--- config.mk ---
export PLATFORM = sky130hd
export DESIGN_NAME = idm_top
export DESIGN_NICKNAME = d
export VERILOG_FILES = /design/src/verilog/idm_pkg.sv /design/src/verilog/idm_top.sv /design/src/verilog/idm_ram.sv
export SDC_FILE = /design/constraint.sdc
export NUM_CORES = 2
export LEC_CHECK = 0
export BUFFER_PORTS_ARGS = -buffer_cell sky130_fd_sc_hd__buf_2
export CORE_MARGIN = 2
export CORE_UTILIZATION = 50
export DETAILED_ROUTE_END_ITERATION = 6
export PLACE_DENSITY_LB_ADDON = 0.2
export REMOVE_ABC_BUFFERS = 1
export SYNTH_ARGS = -nofsm -noshare
export SYNTH_HDL_FRONTEND = slang
export SYNTH_SLANG_ARGS = --single-unit
export TNS_END_PERCENT = 30
--- constraint.sdc ---
create_clock -name clk_sys -period 21.9 [get_ports clk_sys]
set_input_delay 2.19 -clock clk_sys [delete_from_list [all_inputs] [get_ports clk_sys]]
set_output_delay 2.19 -clock clk_sys [all_outputs]
set_load 0.01 [all_outputs]
--- src/verilog/idm_pkg.sv ---
// Constants for the internal data memory map of the 8-bit core.
// Assumes a single core clock and one CPU-side access port.
package idm_pkg;
    localparam int unsigned IDM_ADDR_W     = 8;
    localparam int unsigned IDM_DATA_W     = 8;
    localparam int unsigned IDM_SPACE_SIZE = 256;
    localparam int unsigned IDM_SFR_SIZE   = 128;
    localparam int unsigned IDM_BASE_BYTES = 128;
    localparam int unsigned IDM_EXTRA_BYTES = 64;
    localparam int unsigned IDM_PHYS_BYTES = IDM_BASE_BYTES + IDM_EXTRA_BYTES;
    localparam logic [7:0]  IDM_PHYS_LAST  = 8'hBF;
    localparam logic [7:0]  IDM_BANK_LAST  = 8'h1F;
    localparam int unsigned IDM_BANK_REGS  = 8;
    localparam int unsigned IDM_BANK_COUNT = 4;
    localparam logic [7:0]  IDM_BIT_FIRST  = 8'h20;
    localparam logic [7:0]  IDM_BIT_LAST   = 8'h2F;
    localparam int unsigned IDM_BIT_COUNT  = 128;
    localparam logic [7:0]  IDM_UNPOP_READ = 8'hFF;
    localparam logic [7:0]  IDM_RESET_BYTE = 8'h00;

    typedef enum logic [1:0] {
        IDM_IDLE,
        IDM_BIT_MODIFY
    } idm_state_t;
endpackage

--- src/verilog/idm_top.sv ---
// Internal data memory: 256-byte space, 192 bytes populated, bit window.
// Assumes the CPU holds a request for one cycle and waits for rd_valid.
// What this block does
// RQ1: Serves a 256-byte internal RAM space and flags a separate 128-entry special space.
// RQ2: Maps four banks of eight working registers onto bytes 0 to 31.
// RQ3: Gives 128 addressable bits stored in bytes 32 to 47, still byte-reachable.
// RQ4: Lets the stack pointer reach any location of the space without restriction; above 191 writes are dropped and reads return FF.
// RQ5: Backs addresses 0 to 191 with storage and leaves higher ones unpopulated.
// RQ6: Holds 64 bytes beyond the base core's 128, 192 bytes in all.
// RQ7: Maps bit address b below 128 to byte 32 plus b/8, bit b mod 8.
`timescale 1ns/1ps
`default_nettype none
module idm_top
    import idm_pkg::*;
(
    input  wire logic                  clk_sys,      // Core clock, 125 MHz
    input  wire logic                  rst_n,        // Async reset, active low
    input  wire logic                  byte_rd,      // Byte read request
    input  wire logic                  byte_wr,      // Byte write request
    input  wire logic                  sfr_sel,      // Address targets special space
    input  wire logic                  stack_acc,    // Access made through stack pointer
    input  wire logic [IDM_ADDR_W-1:0] byte_addr,    // Byte address
    input  wire logic [IDM_DATA_W-1:0] byte_wdata,   // Byte write data
    input  wire logic [1:0]            bank_sel,     // Active register bank
    input  wire logic                  reg_rd,       // Working register read
    input  wire logic                  reg_wr,       // Working register write
    input  wire logic [2:0]            reg_num,      // Working register number
    input  wire logic                  bit_rd,       // Bit read request
    input  wire logic                  bit_wr,       // Bit write request
    input  wire logic [6:0]            bit_addr,     // Bit address below 128
    input  wire logic                  bit_wdata,    // Bit write value
    output logic                       rd_valid,     // Read answer pulse
    output logic      [IDM_DATA_W-1:0] rd_data,      // Read byte
    output logic                       rd_bit,       // Read bit
    output logic                       sfr_req,      // Passed-on special-space access
    output logic                       unpop_hit,    // Access fell above 191
    output logic                       busy          // Bit write in progress
);
    // RQ7: bit to byte translation
    function automatic logic [7:0] bit_to_byte(input logic [6:0] b);
        return IDM_BIT_FIRST + {4'h0, b[6:3]};
    endfunction

    // RQ5: populated range check
    function automatic logic is_pop(input logic [7:0] a);
        return a <= IDM_PHYS_LAST;
    endfunction

    idm_state_t           state_reg;
    logic [7:0]           mod_addr_reg;
    logic [2:0]           mod_bit_reg;
    logic                 mod_val_reg;
    logic                 pend_rd_reg;
    logic                 pend_bit_reg;
    logic                 pend_pop_reg;
    logic [2:0]           pend_sel_reg;
    logic                 ram_we;
    logic [7:0]           ram_waddr;
    logic [7:0]           ram_wdata;
    logic [7:0]           ram_raddr;
    logic [7:0]           ram_rdata;
    logic [7:0]           reg_addr;
    logic [7:0]           acc_addr;
    logic                 acc_rd;
    logic                 acc_wr;
    logic [7:0]           merged;
    logic                 idle_now;
    logic                 bit_req;
    logic                 reg_req;
    logic                 byte_req;
    logic                 bit_wr_take;
    logic                 sfr_take;

    // Requests are only looked at outside the modify cycle
    assign idle_now    = state_reg == IDM_IDLE;
    assign bit_req     = bit_rd || bit_wr;
    assign reg_req     = reg_rd || reg_wr;
    assign byte_req    = byte_rd || byte_wr;
    assign bit_wr_take = idle_now && bit_wr;

    // RQ1: special byte access that wins arbitration
    assign sfr_take = idle_now && sfr_sel && !stack_acc && byte_req && !bit_req && !reg_req;

    // RQ2: bank times eight plus register
    assign reg_addr = {3'h0, bank_sel, reg_num};

    // RQ4: stack accesses use the full byte address
    always_comb begin
        acc_addr = byte_addr;
        acc_rd   = 1'b0;
        acc_wr   = 1'b0;
        if (idle_now) begin
            if (bit_req) begin
                acc_addr = bit_to_byte(bit_addr);
                acc_rd   = 1'b1;
            end else if (reg_req) begin
                acc_addr = reg_addr;
                acc_rd   = reg_rd;
                acc_wr   = reg_wr;
            end else if (!sfr_sel || stack_acc) begin
                acc_addr = byte_addr;
                acc_rd   = byte_rd;
                acc_wr   = byte_wr;
            end
        end
    end

    // RQ3: read-modify-write of the selected bit
    always_comb begin
        merged = ram_rdata;
        merged[mod_bit_reg] = mod_val_reg;
    end

    // RQ5: writes above the populated range are dropped
    always_comb begin
        if (state_reg == IDM_BIT_MODIFY) begin
            ram_we    = 1'b1;
            ram_waddr = mod_addr_reg;
            ram_wdata = merged;
        end else begin
            ram_we    = acc_wr && is_pop(acc_addr);
            ram_waddr = acc_addr;
            ram_wdata = byte_wdata;
        end
    end
    assign ram_raddr = acc_addr;

    // RQ6: 192-byte physical array
    idm_ram u_ram (
        .clk_sys (clk_sys),
        .we      (ram_we),
        .waddr   (ram_waddr),
        .wdata   (ram_wdata),
        .raddr   (ram_raddr),
        .rdata   (ram_rdata)
    );

    // RQ3: bit write needs a second cycle
    always_ff @(posedge clk_sys or negedge rst_n) begin
        if (!rst_n) begin
            state_reg    <= IDM_IDLE;
            mod_addr_reg <= IDM_RESET_BYTE;
            mod_bit_reg  <= 3'h0;
            mod_val_reg  <= 1'b0;
        end else begin
            unique case (state_reg)
                IDM_IDLE: begin
                    if (bit_wr) begin
                        state_reg    <= IDM_BIT_MODIFY;
                        mod_addr_reg <= bit_to_byte(bit_addr);
                        mod_bit_reg  <= bit_addr[2:0];
                        mod_val_reg  <= bit_wdata;
                    end
                end
                IDM_BIT_MODIFY: begin
                    state_reg <= IDM_IDLE;
                end
            endcase
        end
    end

    // Bit write reads its byte but gives no answer
    always_ff @(posedge clk_sys or negedge rst_n) begin
        if (!rst_n) begin
            pend_rd_reg  <= 1'b0;
            pend_bit_reg <= 1'b0;
        end else begin
            pend_rd_reg  <= acc_rd && !bit_wr_take;
            pend_bit_reg <= bit_rd && idle_now;
        end
    end

    // RQ7: bit position travels with the read
    always_ff @(posedge clk_sys or negedge rst_n) begin
        if (!rst_n) begin
            pend_pop_reg <= 1'b0;
            pend_sel_reg <= 3'h0;
        end else begin
            pend_pop_reg <= is_pop(acc_addr);
            pend_sel_reg <= bit_addr[2:0];
        end
    end

    always_ff @(posedge clk_sys or negedge rst_n) begin
        if (!rst_n) begin
            rd_valid <= 1'b0;
        end else begin
            rd_valid <= pend_rd_reg;
        end
    end

    // RQ5: unpopulated reads return a fixed value
    always_ff @(posedge clk_sys or negedge rst_n) begin
        if (!rst_n) begin
            rd_data  <= IDM_RESET_BYTE;
            rd_bit   <= 1'b0;
        end else begin
            if (pend_rd_reg) begin
                rd_data <= pend_pop_reg ? ram_rdata : IDM_UNPOP_READ;
                rd_bit  <= pend_bit_reg ? ram_rdata[pend_sel_reg] : 1'b0;
            end
        end
    end

    // RQ1: special space is not stored here
    always_ff @(posedge clk_sys or negedge rst_n) begin
        if (!rst_n) begin
            sfr_req <= 1'b0;
        end else begin
            sfr_req <= sfr_take;
        end
    end

    // RQ5: access above the populated range
    always_ff @(posedge clk_sys or negedge rst_n) begin
        if (!rst_n) begin
            unpop_hit <= 1'b0;
        end else begin
            unpop_hit <= (acc_rd || acc_wr) && !is_pop(acc_addr);
        end
    end

    // RQ3: modify cycle, requests ignored
    always_ff @(posedge clk_sys or negedge rst_n) begin
        if (!rst_n) begin
            busy <= 1'b0;
        end else begin
            busy <= bit_wr_take;
        end
    end
endmodule
`default_nettype wire

--- src/verilog/idm_ram.sv ---
// Byte-wide storage array with a registered read port.
// Assumes one write or one read per cycle from the controller above it.
`timescale 1ns/1ps
`default_nettype none
module idm_ram
    import idm_pkg::*;
(
    input  wire logic                  clk_sys,  // Core clock
    input  wire logic                  we,       // Write strobe
    input  wire logic [IDM_ADDR_W-1:0] waddr,    // Write address
    input  wire logic [IDM_DATA_W-1:0] wdata,    // Write data
    input  wire logic [IDM_ADDR_W-1:0] raddr,    // Read address
    output logic      [IDM_DATA_W-1:0] rdata     // Registered read data
);
    logic [IDM_DATA_W-1:0] mem [IDM_PHYS_BYTES];

    // No reset on the array; content is undefined until written
    always_ff @(posedge clk_sys) begin
        if (we) begin
            mem[waddr] <= wdata;
        end
    end

    always_ff @(posedge clk_sys) begin
        rdata <= mem[raddr];
    end
endmodule
`default_nettype wire

==> impl_metrics.toml <==
[yosys]
async_flop_share = 0.0184
ys_ff_latch = 1573
yosys-top-cells-area = "edfxtp_1 74%, nand2_1 6.7%, mux2i_1 2.5%"
avgSynthCellArea_um2 = 14.1
synth_edf_count = 1536
ys.flop_type = "edfxtp_1"
synth_top_area_frac = 0.736
yosysWarnings = 0
synthCells = 4449
synth.largest_area_cell = "edfxtp_1"
ys_seq_area_frac = 0.751
yosysUniqueCellTypes = 78
synthTopCellsByCount = "1536 x edfxtp_1, 1118 x nand2_1, 287 x nand3_1"
netlist_area_um2 = 62600
synth_most_common_cell = "edfxtp_1"

[die]
die_area_um2 = 128000
initial_core_util = 0.505
die_y_um = 358
die_w_um = 358
ios = 52
num_rows = 129
placeableCoreArea_um2 = 124000

[routing]
drt-total-wl_um = 169000
viasPerCell = 6.11
first_pass_iters = 7
drc_errors = 8
routed-via-count = 37914
drtAntennaViolNets = 0
wl_per_cell_um = 27.3
drtIter0Drc = 4876

[place]
finalWeightedCongestion = 0.855
dp.cells = 5914
place_hpwl_um = 98300
port_buffers = 51

[critical_path]
reg2reg_slack_ns = 15.56
path_buf_inv = 5
crit_top_cell = "buf_4"
worstPathCellList = "buf_2 > nor2_4 > buf_4 > o31ai_4 > buf_4 > a21o_4 > buf_4 > buf_4 > mux4_2 > a22o_1 > nand2_1 > o2111ai_1 > a22oi_1 > o211ai_1"
worst_setup_path_start_kind = "primary input"
r2r-start = "state_reg[0]$_DFFE_PN0P_"
cpMaxStageDelayCell = "buf_4"
slowest_delay_ns = 0.94
reg2reg_to = "u_ram.rdata[2]$_DFF_P_"
worst-r2r-cell-count = 10
critPathKind = "primary input to flip-flop"
worstPathArrival_ns = 7.91
cpLargestDelayFamily = "buffers and inverters"
required_ns = 22.52
crit_path_end_kind = "flip-flop"
cp_max_fo = 85

[outcome]
violations = "design-rule violations"
outcome = "complete, but fails checks"

[final_layout]
largest_register_ffs = 1536
drive_gt1_frac = 0.0925
top_regs = "u_ram.mem (1536), rd_data (8), u_ram.rdata (8)"
stdcell_count = 6202
nNetsFinal = 4478
area_growth_pct = 10.7
regMostFlops = "u_ram.mem"

[hold_path]
whs_path_depth = 1
holdPathEnd = "mod_addr_reg[5]$_DFFE_PN0P_"
hp-class = "flip-flop to flip-flop"
hp-start = "mod_addr_reg[5]$_DFFE_PN0P_"

[cts]
cts.sinks = 1573
post_cts_buffers = 0
clk_pin_slew_ns = 0.07
clock_latency_ns = 0.79
root_buffer = "clkbuf_16"
cts_buffer_depth = 3
cts_hold_buf = 0
h-tree-depth = 4
cts_tree = "built"
cts_resized = 0
cts-buffers-inserted = 159

[global_route]
grt_pass1_wl_um = 248000
grtUsageTotal = 0.265
grt_pass1_vias = 36212
antenna_found_initial = 12
grt_max_degree = 196
gr-total-overflow = 0

[sta]
rsz0062_at_grt = "false"
slew_headroom = 0.0659
hold_viol_final = 0
setup_tns_ns = 0
fmax_mhz = 137
period_share = 0.333
skew_ns = 0.0296
finalSetupViolations = 0
tightestPinTransition_ns = 1.37
drv_slew = 0
fin_crit_ns = 7.29

[run]
cap_violations = 0

[pwr]
finalPower_mw = 6.77
p_leak_nw = 22.8
irDropWorstVdd_v = 0.0000901
p_per_area_nw_per_um2 = 97.6
-- layer usage --
layer / wire length, um / track usage
met3: 16400 / 0.0611
met1: 71400 / 0.386
met2: 76400 / 0.397
met4: 4850 / 0.0859
met5: 109 / 0
-- per-stage QoR --
| step | cell area [um^2] | util | setup slack, ns | hold WS, ns |
|---|---|---|---|---|
| after floorplan | 61200 | - | -3.34 | 0.438 |
| after global placement | 64400 | 0.519 | 13.75 | 0.463 |
| after detailed placement | 64400 | 0.519 | 13.82 | 0.467 |
| after CTS | 69300 | 0.559 | 14.67 | 0.490 |
| after global routing | 69300 | 0.559 | 14.41 | 0.493 |
| final | 69300 | 0.559 | 14.61 | 0.488 |
-- kinds of logic after synthesis --
group / after synthesis / synth area share
flip-flops: 1573 / 0.751
buffers and inverters: 337 / 0.0251
multiplexers: 200 / 0.0388
AO/OA/AOI/OAI: 539 / 0.0647
AND/OR/NAND/NOR: 1800 / 0.121
-- layout make-up --
cell class / count / area, um^2
clock buffer: 221 / 4390
sequential: 1573 / 47000
tap: 1637 / 2050
clock inverter: 64 / 554
fill: 9824 / 54600
multi-input combinational: 2539 / 14300
timing repair buffer: 121 / 871
inverter: 45 / 169
antenna: 2 / 5.00
-- report_power, final --
group	internal, mW	switching (mW)
Sequential	3.43	0.0192
Clock	1.50	1.11
Combinational	0.164	0.539
-- worst max-delay path by stage --
| stage | from | endpoint | slack (ns) | depth (start not counted) |
|---|---|---|---|---|
| floorplan | bit_wr | u_ram.rdata[0]$_DFF_P_ | -3.34 | 8 |
| global placement | bit_wr | u_ram.rdata[3]$_DFF_P_ | 13.75 | 13 |
| detailed placement | bit_wr | u_ram.rdata[1]$_DFF_P_ | 13.82 | 13 |
| CTS | bit_wr | u_ram.rdata[1]$_DFF_P_ | 14.67 | 13 |
| global route | bit_wr | u_ram.rdata[6]$_DFF_P_ | 14.41 | 14 |
| finish | bit_wr | u_ram.rdata[6]$_DFF_P_ | 14.61 | 14 |
-- worst register-to-register path: stages (launching register included) --
cell       delay (ns)
dfrtp_2          0.50
buf_4            0.63
o21ba_2          0.31
a221oi_1         0.82
and2_4           0.75
nand3_2          0.62
a2111oi_0        1.33
a22oi_1          0.15
and3_1           0.25
a41oi_1          0.69
or4_1            0.23
-- layout by cell type (no fill, tap or decap), types with 7 or more instances in the layout --
cell       Yosys  layout
a2111oi_1      1       8
a211oi_1      67      67
a21oi_1      100      91
a21oi_4        0       9
a221o_1       14      14
a221oi_1      12      12
a222oi_1      10      10
a22oi_1       25      25
a311oi_1      16      16
a31o_2         8       8
a31oi_1       97      97
a32o_1         9       8
a32oi_1       85      85
a41oi_1        8       8
and3_1        43      43
buf_12         0       8
buf_2        101      51
buf_4         24      59
bufinv_16      0       9
clkbuf_1     129      50
clkbuf_16      0     164
clkbuf_8       0       7
clkinv_1       0      28
clkinv_2       0      17
dfrtp_1       29      28
dfxtp_1        8       8
edfxtp_1    1536    1536
inv_1         45      45
mux2_2        11      11
mux2i_1      155     154
mux4_2        33      33
nand2_1     1118    1114
nand3_1      287     287
nand4_1       60      60
nor2_1       235     235
nor2b_1        9       8
nor4_1        10      10
o31a_1         7       7
o32ai_1       15      15
or4_1          7       7
(Power assumes the default switching activity.)
